[config.mk]
export PLATFORM = sky130hd
export DESIGN_NAME = t2co_top
export DESIGN_NICKNAME = d
export VERILOG_FILES = /design/src/rtl/t2co_pkg.sv /design/src/rtl/t2co_prescale.sv /design/src/rtl/t2co_fall_det.sv /design/src/rtl/t2co_top.sv
export VERILOG_INCLUDE_DIRS = /design/src /design/src/rtl
export SDC_FILE = /design/constraint.sdc
export NUM_CORES = 1
export LEC_CHECK = 0
export BUFFER_PORTS_ARGS = -buffer_cell sky130_fd_sc_hd__buf_2
export CELL_PAD_IN_SITES_DETAIL_PLACEMENT = 2
export CELL_PAD_IN_SITES_GLOBAL_PLACEMENT = 2
export CORE_MARGIN = 1.5
export CORE_UTILIZATION = 32
export CTS_BUF_LIST = sky130_fd_sc_hd__clkbuf_4
export DETAILED_ROUTE_END_ITERATION = 10
export PLACE_DENSITY = 0.8
export SLEW_MARGIN = 20
export SYNTH_ARGS = -nofsm -noshare
export SYNTH_HDL_FRONTEND = slang
export SYNTH_SLANG_ARGS = --single-unit
[constraint.sdc]
create_clock -name clk -period 2.6 [get_ports clk]
set_input_delay 0.52 -clock clk [delete_from_list [all_inputs] [get_ports clk]]
set_output_delay 0.52 -clock clk [all_outputs]
set_load 0.01 [all_outputs]
[src/rtl/t2co_defs.svh]
`ifndef T2CO_DEFS_SVH
`define T2CO_DEFS_SVH

// register bus
`define T2CO_ADDR_W 8
`define T2CO_DATA_W 32
`define T2CO_CTRL_OFFS 8'hc8
`define T2CO_MODE_OFFS 8'hcc
`define T2CO_RELOAD_OFFS 8'hd0
`define T2CO_COUNT_OFFS 8'hd4

// reset values
`define T2CO_CTRL_RST 8'h00
`define T2CO_MODE_RST 2'h0
`define T2CO_WORD_RST 16'h0000

// timing
`define T2CO_FOSC_HZ 10000000
`define T2CO_FAST_DIV 2
`define T2CO_TIMER_DIV 12
`define T2CO_COUNT_MAX 16'hffff

`endif

[src/rtl/t2co_pkg.sv]
`include "t2co_defs.svh"

package t2co_pkg;

  typedef struct packed {
    logic overflow_flag;
    logic external_event_flag;
    logic serial_rx_clock_select;
    logic serial_tx_clock_select;
    logic external_trigger_enable;
    logic run_control;
    logic timer_counter_select;
    logic capture_reload_select;
  } t2co_ctrl_t;

  typedef struct packed {
    logic clock_output_enable;
    logic up_down_enable;
  } t2co_mode_t;

  typedef struct packed {
    logic psel;
    logic penable;
    logic pwrite;
    logic [`T2CO_ADDR_W-1:0] paddr;
    logic [`T2CO_DATA_W-1:0] pwdata;
  } t2co_apb_req_t;

  typedef struct packed {
    logic pready;
    logic pslverr;
    logic [`T2CO_DATA_W-1:0] prdata;
  } t2co_apb_rsp_t;

  typedef enum logic [4:0] {
    T2CO_STOP = 5'b00001,
    T2CO_CAPTURE = 5'b00010,
    T2CO_RELOAD = 5'b00100,
    T2CO_UPDOWN = 5'b01000,
    T2CO_BAUD = 5'b10000
  } t2co_mode_sel_t;

endpackage : t2co_pkg

[src/rtl/t2co_prescale.sv]
`timescale 1ns/1ps
`include "t2co_defs.svh"

module t2co_prescale #(
  parameter int unsigned DIV [2] = '{`T2CO_FAST_DIV, `T2CO_TIMER_DIV}
) (
  // clock and reset
  input wire logic clk,
  input wire logic rst_n,
  // one-cycle ticks, one per divisor
  output logic [1:0] tick
);

  genvar i;
  generate
    for (i = 0; i < 2; i++)
    begin : g_div
      localparam logic [3:0] LAST = 4'(DIV[i] - 1);
      logic [3:0] div_ff;
      logic [3:0] nxt_div;
      logic tick_ff;
      logic nxt_tick;
      always_comb
      begin
        nxt_tick = (div_ff == LAST);
        nxt_div = nxt_tick ? 4'h0 : div_ff + 4'h1;
      end
      always_ff @(posedge clk or negedge rst_n)
      begin
        if (!rst_n)
        begin
          div_ff <= 4'h0;
          tick_ff <= 1'b0;
        end
        else
        begin
          div_ff <= nxt_div;
          tick_ff <= nxt_tick;
        end
      end
      assign tick[i] = tick_ff;
    end
  endgenerate

endmodule : t2co_prescale

[src/rtl/t2co_fall_det.sv]
`timescale 1ns/1ps

module t2co_fall_det #(
  parameter int unsigned W = 2
) (
  // clock and reset
  input wire logic clk,
  input wire logic rst_n,
  // levels and their falling edges
  input wire logic [W-1:0] level,
  output logic [W-1:0] fall
);

  genvar i;
  generate
    for (i = 0; i < W; i++)
    begin : g_bit
      logic prev_ff;
      logic nxt_prev;
      always_comb
      begin
        nxt_prev = level[i];
      end
      always_ff @(posedge clk or negedge rst_n)
      begin
        if (!rst_n)
        begin
          prev_ff <= 1'b0;
        end
        else
        begin
          prev_ff <= nxt_prev;
        end
      end
      assign fall[i] = prev_ff & ~level[i];
    end
  endgenerate

endmodule : t2co_fall_det

[src/rtl/t2co_top.sv]
`timescale 1ns/1ps
`include "t2co_defs.svh"

module t2co_top (
  // clock and reset
  input wire logic clk,
  input wire logic rst_n,
  // register bus
  input wire t2co_pkg::t2co_apb_req_t apb_req,
  output t2co_pkg::t2co_apb_rsp_t apb_rsp,
  // timer pin, shared with port bit 0
  input wire logic timer_io_pin_level,
  input wire logic port_latch_bit0,
  output logic timer_io_pin_drive,
  output logic timer_io_pin_oe_n,
  // trigger pin
  input wire logic external_trigger_pin,
  // serial clocks and interrupt
  input wire logic timer1_overflow,
  output logic serial_rx_clock,
  output logic serial_tx_clock,
  output logic timer_irq_req
);
  import t2co_pkg::*;

  ////////////////////////////////////////////////////////////////////////////
  // state
  t2co_ctrl_t ctrl_ff, nxt_ctrl;
  t2co_mode_t mode_ff, nxt_mode;
  logic [15:0] reload_ff, nxt_reload;
  logic [15:0] count_ff, nxt_count;
  logic pin_ff, nxt_pin;
  logic oe_n_ff, nxt_oe_n;
  logic rx_ff, nxt_rx;
  logic tx_ff, nxt_tx;
  logic irq_ff, nxt_irq;
  t2co_apb_rsp_t rsp_ff, nxt_rsp;

  logic [1:0] tick;
  logic [1:0] fall;
  logic baud_mode;
  logic clk_out_mode;
  logic cnt_tick;
  logic trig_fall;
  logic count_up;
  logic ovf;
  logic unf;
  logic capture;
  logic trig_reload;
  t2co_mode_sel_t mode_sel;
  logic acc;
  logic ctrl_wr;
  logic mode_wr;
  logic rel_wr;
  logic cnt_wr;

  ////////////////////////////////////////////////////////////////////////////
  // ticks and edges
  t2co_prescale u_prescale (
    .clk(clk),
    .rst_n(rst_n),
    .tick(tick)
  );

  t2co_fall_det #(.W(2)) u_fall (
    .clk(clk),
    .rst_n(rst_n),
    .level({external_trigger_pin, timer_io_pin_level}),
    .fall(fall)
  );

  ////////////////////////////////////////////////////////////////////////////
  // mode decode
  assign baud_mode = ctrl_ff.serial_rx_clock_select | ctrl_ff.serial_tx_clock_select;
  assign clk_out_mode = mode_ff.clock_output_enable & ~ctrl_ff.timer_counter_select;
  assign trig_fall = fall[1] & ctrl_ff.external_trigger_enable;
  assign count_up = external_trigger_pin;

  always_comb
  begin
    // oscillator tick or pin falls
    if (ctrl_ff.timer_counter_select)
    begin
      cnt_tick = fall[0];
    end
    else if (clk_out_mode || baud_mode)
    begin
      cnt_tick = tick[0];
    end
    else
    begin
      cnt_tick = tick[1];
    end
  end

  always_comb
  begin
    if (!ctrl_ff.run_control)
    begin
      mode_sel = T2CO_STOP;
    end
    else if (baud_mode)
    begin
      mode_sel = T2CO_BAUD;
    end
    else if (ctrl_ff.capture_reload_select)
    begin
      mode_sel = T2CO_CAPTURE;
    end
    else if (mode_ff.up_down_enable)
    begin
      mode_sel = T2CO_UPDOWN;
    end
    else
    begin
      mode_sel = T2CO_RELOAD;
    end
  end

  ////////////////////////////////////////////////////////////////////////////
  // counter
  always_comb
  begin
    nxt_count = count_ff;
    ovf = 1'b0;
    unf = 1'b0;
    capture = 1'b0;
    trig_reload = 1'b0;
    unique case (mode_sel)
      T2CO_STOP:
      begin
        nxt_count = count_ff;
      end
      T2CO_BAUD, T2CO_RELOAD:
      begin
        if (cnt_tick && count_ff == `T2CO_COUNT_MAX)
        begin
          nxt_count = reload_ff;
          ovf = 1'b1;
        end
        else if (cnt_tick)
        begin
          nxt_count = count_ff + 16'h0001;
        end
        if (mode_sel == T2CO_RELOAD && trig_fall)
        begin
          nxt_count = reload_ff;
          trig_reload = 1'b1;
        end
      end
      T2CO_CAPTURE:
      begin
        if (cnt_tick && count_ff == `T2CO_COUNT_MAX)
        begin
          nxt_count = clk_out_mode ? reload_ff : `T2CO_WORD_RST;
          ovf = 1'b1;
        end
        else if (cnt_tick)
        begin
          nxt_count = count_ff + 16'h0001;
        end
        capture = trig_fall;
      end
      T2CO_UPDOWN:
      begin
        if (cnt_tick && count_up && count_ff == `T2CO_COUNT_MAX)
        begin
          nxt_count = reload_ff;
          ovf = 1'b1;
        end
        else if (cnt_tick && count_up)
        begin
          nxt_count = count_ff + 16'h0001;
        end
        else if (cnt_tick && count_ff == reload_ff)
        begin
          nxt_count = `T2CO_COUNT_MAX;
          unf = 1'b1;
        end
        else if (cnt_tick)
        begin
          nxt_count = count_ff - 16'h0001;
        end
      end
    endcase
    if (cnt_wr)
    begin
      nxt_count = apb_req.pwdata[15:0];
    end
  end

  ////////////////////////////////////////////////////////////////////////////
  // registers and flags
  always_comb
  begin
    nxt_ctrl = ctrl_wr ? t2co_ctrl_t'(apb_req.pwdata[7:0]) : ctrl_ff;
    if ((ovf || unf) && !baud_mode && !clk_out_mode)
    begin
      nxt_ctrl.overflow_flag = 1'b1;
    end
    if (mode_sel == T2CO_UPDOWN && (ovf || unf))
    begin
      nxt_ctrl.external_event_flag = ~ctrl_ff.external_event_flag;
    end
    else if (capture || trig_reload)
    begin
      nxt_ctrl.external_event_flag = 1'b1;
    end
    nxt_mode = mode_wr ? t2co_mode_t'(apb_req.pwdata[1:0]) : mode_ff;
    nxt_reload = reload_ff;
    if (rel_wr)
    begin
      nxt_reload = apb_req.pwdata[15:0];
    end
    else if (capture)
    begin
      nxt_reload = count_ff;
    end
    nxt_irq = ctrl_ff.overflow_flag
      | (ctrl_ff.external_event_flag & ~mode_ff.up_down_enable);
    nxt_rx = ctrl_ff.serial_rx_clock_select ? ovf : timer1_overflow;
    nxt_tx = ctrl_ff.serial_tx_clock_select ? ovf : timer1_overflow;
  end

  ////////////////////////////////////////////////////////////////////////////
  // timer pin
  always_comb
  begin
    if (mode_ff.clock_output_enable)
    begin
      nxt_pin = ovf ? ~pin_ff : pin_ff;
      nxt_oe_n = 1'b0;
    end
    else
    begin
      nxt_pin = port_latch_bit0;
      nxt_oe_n = port_latch_bit0;
    end
  end

  ////////////////////////////////////////////////////////////////////////////
  // apb slave
  assign acc = apb_req.psel & apb_req.penable & rsp_ff.pready;
  assign ctrl_wr = acc & apb_req.pwrite & (apb_req.paddr == `T2CO_CTRL_OFFS);
  assign mode_wr = acc & apb_req.pwrite & (apb_req.paddr == `T2CO_MODE_OFFS);
  assign rel_wr = acc & apb_req.pwrite & (apb_req.paddr == `T2CO_RELOAD_OFFS);
  assign cnt_wr = acc & apb_req.pwrite & (apb_req.paddr == `T2CO_COUNT_OFFS);

  always_comb
  begin
    nxt_rsp = rsp_ff;
    nxt_rsp.pready = apb_req.psel & ~apb_req.penable;
    nxt_rsp.pslverr = 1'b0;
    if (apb_req.psel && !apb_req.penable)
    begin
      nxt_rsp.prdata = 32'h0000_0000;
      case (apb_req.paddr)
        `T2CO_CTRL_OFFS: nxt_rsp.prdata = {24'h000000, ctrl_ff};
        `T2CO_MODE_OFFS: nxt_rsp.prdata = {30'h0, mode_ff};
        `T2CO_RELOAD_OFFS: nxt_rsp.prdata = {16'h0000, reload_ff};
        `T2CO_COUNT_OFFS: nxt_rsp.prdata = {16'h0000, count_ff};
        default: nxt_rsp.pslverr = 1'b1;
      endcase
    end
  end

  always_ff @(posedge clk or negedge rst_n)
  begin
    if (!rst_n)
    begin
      ctrl_ff <= t2co_ctrl_t'(`T2CO_CTRL_RST);
      mode_ff <= t2co_mode_t'(`T2CO_MODE_RST);
      reload_ff <= `T2CO_WORD_RST;
      count_ff <= `T2CO_WORD_RST;
      pin_ff <= 1'b1;
      oe_n_ff <= 1'b1;
      rx_ff <= 1'b0;
      tx_ff <= 1'b0;
      irq_ff <= 1'b0;
      rsp_ff <= '0;
    end
    else
    begin
      ctrl_ff <= nxt_ctrl;
      mode_ff <= nxt_mode;
      reload_ff <= nxt_reload;
      count_ff <= nxt_count;
      pin_ff <= nxt_pin;
      oe_n_ff <= nxt_oe_n;
      rx_ff <= nxt_rx;
      tx_ff <= nxt_tx;
      irq_ff <= nxt_irq;
      rsp_ff <= nxt_rsp;
    end
  end

  assign apb_rsp = rsp_ff;
  assign timer_io_pin_drive = pin_ff;
  assign timer_io_pin_oe_n = oe_n_ff;
  assign serial_rx_clock = rx_ff;
  assign serial_tx_clock = tx_ff;
  assign timer_irq_req = irq_ff;
endmodule : t2co_top

Yosys cells after proc, flatten, opt, wreduce, memory -nomap -nowiden
Cells that the tools add are included.
- add/subtract/negate cells: 4
- eq/ne operators: 16
- multiplexer cells: 43
- bitwise operators: 22
- reductions and logical operators: 22
- operator list (cell ; count):
    $mux W16 ; 12
    $pmux W16 S4 ; 1
    $pmux W16 S3 ; 1
    $mux W33 ; 1
    $eq A8 B8 Y1 const B ; 4
    $mux W1 ; 20
    $add A16 B1 Y16 const B ; 1
    $eq A16 B16 Y1 ; 1
    $eq A16 B16 Y1 const B ; 1
    $mux W4 ; 4
    $sub A16 B1 Y16 const B ; 1
    $and A1 B1 Y1 ; 13
    $mux W5 ; 2
    $logic_and A1 B1 Y1 ; 9
    $add A4 B1 Y4 const B ; 2
    $mux W8 ; 1
    $not A1 Y1 ; 7
    $ne A6 B6 Y1 const B ; 1
    $eq A5 B1 Y1 const B ; 1
    $eq A5 B2 Y1 const B ; 1
    $eq A5 B3 Y1 const B ; 1
    $eq A5 B4 Y1 const B ; 1
    $eq A5 B5 Y1 const B ; 1
    $eq A4 B1 Y1 const B ; 1
    13 further kinds ; 19
- register bits: 93
- input port bits: 49
- output and inout bits: 39
- logic and storage cells: 133

Depth between registers and ports, before layout
- word-level depth: 14
- mapped depth: 10
- depth with buffers taken out: 9

Hierarchy
A second synthesis with hierarchy kept.
- cell total of the unflattened synthesis: 640
- area, all modules: 5485.3 µm²
- modules (own cells, without submodules) (module ; instances ; cells each ; area an instance (µm²) ; sequential area each (µm²)):
    t2co_top ; 1 ; 604 ; 5006.1 ; 1629.1
    t2co_prescale ; 1 ; 32 ; 401.6 ; 250.2
    t2co_fall_det ; 1 ; 4 ; 77.6 ; 50.0

Least setup slack after synthesis
Ideal clock, no wire load.
- kind: register to register
- start: register count_ff[0]
- end: register count_ff[10]
- library setup time: 0.078 ns
- arrival time: 2.439 ns
- data required time: 2.522 ns
- path slack: 0.084 ns
- stages on the path, launching flop included: 10
- buffers on the path: 1
- period minus slack after synthesis: 2.516 ns
- cell sequence: dfrtp_1 > buf_6 > inv_1 > ha_1 > or4b_1 > or3_4 > a221oi_1 > a21oi_1 > a211o_1 > a21oi_1
- longest elaborated chain between the ends: 7
- elaborated cells between the ends (all ways): 19
- classes of those cells: add/sub (2); eq/ne (3); mux (10); reduce/logical (4)
- ends and longest elaborated chain (element ; line ; RTL):
    from (decl) ; t2co_top.sv:31 ; logic [15:0] count_ff, nxt_count;
    from (signal assigned) ; t2co_top.sv:274 ; count_ff <= `T2CO_WORD_RST;
    from (signal assigned) ; t2co_top.sv:287 ; count_ff <= nxt_count;
    $sub A16 B1 Y16 or $eq A16 B16 Y1 (tied branches) ; t2co_top.sv:182, t2co_top.sv:175 ;
    $mux W16 or $logic_and A1 B1 Y1 (tied branches) ; t2co_top.sv:180, t2co_top.sv:175 ;
    $mux W16 ; t2co_top.sv:175 ; else if (cnt_tick && count_ff == reload_ff)
    $mux W16 ; t2co_top.sv:171 ; else if (cnt_tick && count_up)
    $mux W16 ; t2co_top.sv:166 ; if (cnt_tick && count_up && count_ff == `T2CO_COUNT_MAX)
    $pmux W16 S3 ; t2co_top.sv:129 ; unique case (mode_sel)
    $mux W16 ; t2co_top.sv:186 ; if (cnt_wr)
Several ways; a longest one is shown, not always the timed one. The select of a mux whose other input is x is not followed.
A chain may end at the register's enable or synchronous reset.

Worst setup path after layout
- start: register count_ff[0]
- end: register count_ff[6]
The elaborated chain is that of the path after synthesis.

==> impl_metrics.yaml <==
outcome:
  status: "finished, violations left"
  violations: "negative hold slack"
timing:
  slew_headroom_pct: 65.53
  setup_viol: 0
  min_period_ns: 2.514
  worst_hold_slack_ns: -0.006112
  period_share_pct: 96.68
  timing.fmax_mhz: 397.8
  hold_violations: 5
  rsz0062_at_grt: "yes"
  drv_slew: 0
  tightest_slew_ns: 0.5123
  clock_skew_ns: 0.02763
worst_setup_path:
  worstPathBufferInverterCount: 2
  crit_cells: 9
  cpMaxStageDelayCell: "or4b_4"
  cp-start-kind: "flop"
  r2r_cells: 9
  crit_chain: "inv_2 > ha_2 > or4b_4 > buf_4 > or2_2 > a22oi_1 > o22ai_1 > a211o_1 > a21oi_1"
  timing.critical_path.required_ns: 3.00
  worst-setup-path-type: "flop to flop"
  worst_path_largest_cell_delay_ns: 0.50
  crit_family: "simple AND/OR/NAND/NOR gates"
  worst-endpoint-arrival_ns: 2.91
  end_kind: "flop"
  critPathMaxFanout: 7
final_layout:
  final_area_um2: 6262
  num_antenna_cells: 0
  drive_above_1_share_pct: 28.12
  multiInputGateArea_um2: 3003
  fillers: 1829
  seq_area_um2: 1937
  fin_nets: 744
  synthToLayoutAreaGrowth_pct: 21.30
flow_run:
  cap_violations: 0
placement:
  portBuffers: 55
  place_area_um2: 6052
  hpwl_mm: 15.74
  gp_routability_congestion: 0.9199
clocking:
  clock-sinks: 77
  htree_levels: 3
  ctsLongestPathBuffers: 2
  cts_buffers: 9
  ctsHoldBuffers: 0
  cts_tree: "built"
  clk_pin_slew_worst_paths_ns: 0.14
  cts_root_buf: "clkbuf_4"
  worstSkewPairLatency_ns: 0.48
synth:
  syn_inst: 593
  ys_ff_latch: 77
  seq_area_frac_synth_pct: 37.37
  synth_edf_count: 0
  synth-xor-area-share_pct: 7.804
  synth_warnings: 0
  synth_compound_area_share_pct: 22.39
  synthSimpleGateAreaFrac_pct: 18.32
  synth.distinct_cells: 68
  synth_top_family_by_area: "compound AO/OA/AOI/OAI gates"
  netlist_area_um2: 5162
  synth_mux_area_share_pct: 6.641
  async_flop_share_pct: 100.0
  synth_adder_area_share_pct: 0.7271
  synth_top_flop_cell: "dfrtp_1"
  syn_avg_cell_area_um2: 8.706
global_route:
  track_usage_pct: 25.30
  grt_pass1_vias: 5713
  grt_max_degree: 43
  grt.overflow.total: 0
  antenna_found_initial: 0
  grt_pass1_wl_mm: 32.17
floorplanning:
  start_util_pct: 32.62
  die_w_um: 130.0
  ios: 88
  placementRows: 46
  coreArea_um2: 15830
  dieArea_um2: 16900
  fp.dieH_um: 130.0
power:
  vdd_ir_drop_max_v: 0.0002866
  power_density_nw_per_um2: 341.8
  leakagePower_nw: 3.046
  total_power_mw: 2.140
routing:
  vias: 5114
  dr.first_iter.drc_count: 245
  viasPerCell: 5.601
  drt_pass1_iterations: 5
  postRouteAntennaNets: 0
  routed_wl_mm: 20.28
  drc: 0
  wl_per_cell_um: 22.22
worst_hold_path:
  min_path_type: "input port to async pin"
==> worst register-to-register path: stages, from the launching register on <==
cell	delay, ns
dfrtp_2	0.49
inv_2	0.08
ha_2	0.18
or4b_4	0.50
buf_4	0.16
or2_2	0.30
a22oi_1	0.15
o22ai_1	0.10
a211o_1	0.32
a21oi_1	0.16
==> cells by family after synthesis <==
family | Yosys count
buffers and inverters | 71
XOR/XNOR | 46
flip-flops | 77
adder cells (fa/ha/maj) | 3
multiplexers | 33
AND/OR/NAND/NOR | 188
other | 1
AO/OA/AOI/OAI | 174
==> flip-flops by register name, summed over array words and instances (netlist names) <==
signal,count
ctrl_ff,8
serial_rx_clock,1
count_ff,16
u_prescale.g_div.tick_ff,2
serial_tx_clock,1
mode_ff,2
timer_io_pin_drive,1
timer_irq_req,1
u_fall.g_bit.prev_ff,2
reload_ff,16
apb_rsp,18
timer_io_pin_oe_n,1
u_prescale.g_div.div_ff,8
==> area by class of cell <==
cell class	instances	share of cell area, %
Multi-Input combinational cell	460	47.95
Sequential cell	77	30.93
Timing Repair Buffer	133	14.25
Tap cell	216	4.316
Clock buffer	11	1.319
Inverter	11	0.6593
Clock inverter	5	0.5794
==> cells in the final DEF (no fill, tap or decap), types with 3 or more instances in the layout <==
master and instances:
a221o_1 3, buf_4 76, nor3_1 11, buf_2 54, xnor2_1 17, o221ai_1 3, nor4_2 3, nand2b_1 9
a21o_1 5, mux2i_1 23, clkbuf_4 11, dfrtp_2 6, and4_1 3, a21oi_1 41, nor4_1 6, o211ai_1 4
a31oi_1 10, inv_1 9, and3_1 8, nor2_1 48, or3_4 3, or2_2 4, a211o_1 3, a221oi_1 16
nor2b_1 3, o22ai_1 22, clkinvlp_4 3, a22oi_1 10, o21ai_0 31, conb_1 16, xor2_1 29, dfrtp_1 69
nand2_1 50, mux2_2 10, nand3_1 20
==> stage by stage <==
step | cells | utilization, % | setup TNS (ns) | setup WS, ns | hold slack [ns]
6_report | 913 | 39.57 | 0 | 0.08634 | -0.006112
4_1_cts | 910 | 39.03 | 0 | 0.01643 | 0.006593
3_5_place_dp | 894 | 38.24 | -0.05328 | -0.04762 | 0.4716
5_1_grt | 913 | 39.57 | -0.03194 | -0.01679 | 0.008799
2_1_floorplan | 608 | - | 0 | 0.08386 | 0.2244
3_3_place_gp | 894 | 38.24 | 0 | 0.04745 | 0.4471
==> routing by layer <==
metal / routed length [µm] / up-vias / GRT usage, %
li1: - / 2339 / -
met1: 8663 / 2597 / 31.03
met2: 10200 / 136 / 44.54
met3: 772 / 42 / 3.854
met4: 650 / 0 / 10.00
met5: 0 / - / 0
==> what timing repair did <==
action | CTS | global route
setup buffers | 0 | 3
pin swaps | 0 | 1
endpoints found under the setup margin | 7 | 14
resized for setup | 3 | 19
==> cells in the mapped netlist (5+ instances only) <==
cell | instances | area share [%]
dfrtp_1 | 75 | 36
nand2_1 | 50 | 3.6
nor2_1 | 50 | 3.6
a21oi_1 | 42 | 4.1
clkbuf_1 | 32 | 2.3
o21ai_0 | 31 | 3.0
xor2_1 | 29 | 4.9
mux2i_1 | 23 | 4.5
o22ai_1 | 22 | 2.7
nand3_1 | 20 | 1.9
a221oi_1 | 17 | 2.9
xnor2_1 | 17 | 2.9
buf_4 | 16 | 2.3
nor3_1 | 12 | 1.2
inv_1 | 11 | 0.80
a22oi_1 | 10 | 1.5
a31oi_1 | 10 | 1.2
mux2_2 | 10 | 2.2
nand2b_1 | 9 | 1.1
nor4_1 | 9 | 1.1
and3_1 | 8 | 0.97
buf_2 | 8 | 0.78
a21o_1 | 5 | 0.73
==> worst paths after layout <==
| check | slack [ns] | start | endpoint |
|---|---|---|---|
| setup / recovery | 0.09 | count_ff[0] | count_ff[6] |
| hold / removal | -0.006 | rst_n | apb_rsp[8] |
| setup reg to reg | 0.09 | count_ff[0] | count_ff[6] |
| hold reg to reg | 0.48 | u_prescale.g_div[0].div_ff[3] | u_prescale.g_div[0].tick_ff |
| max in group asynchronous | 1.96 | rst_n | count_ff[3] |
| min in group clk | 0.18 | timer_io_pin_level | u_fall.g_bit[0].prev_ff |
==> where the power goes <==
group / internal (mW) / switching [mW] / total (mW)
clock network: 0.219 / 0.475 / 0.694
logic: 0.0805 / 0.139 / 0.220
registers: 1.21 / 0.0143 / 1.23
total: 1.51 / 0.628 / 2.14
Note: power is estimated with default switching activity, not from simulation.
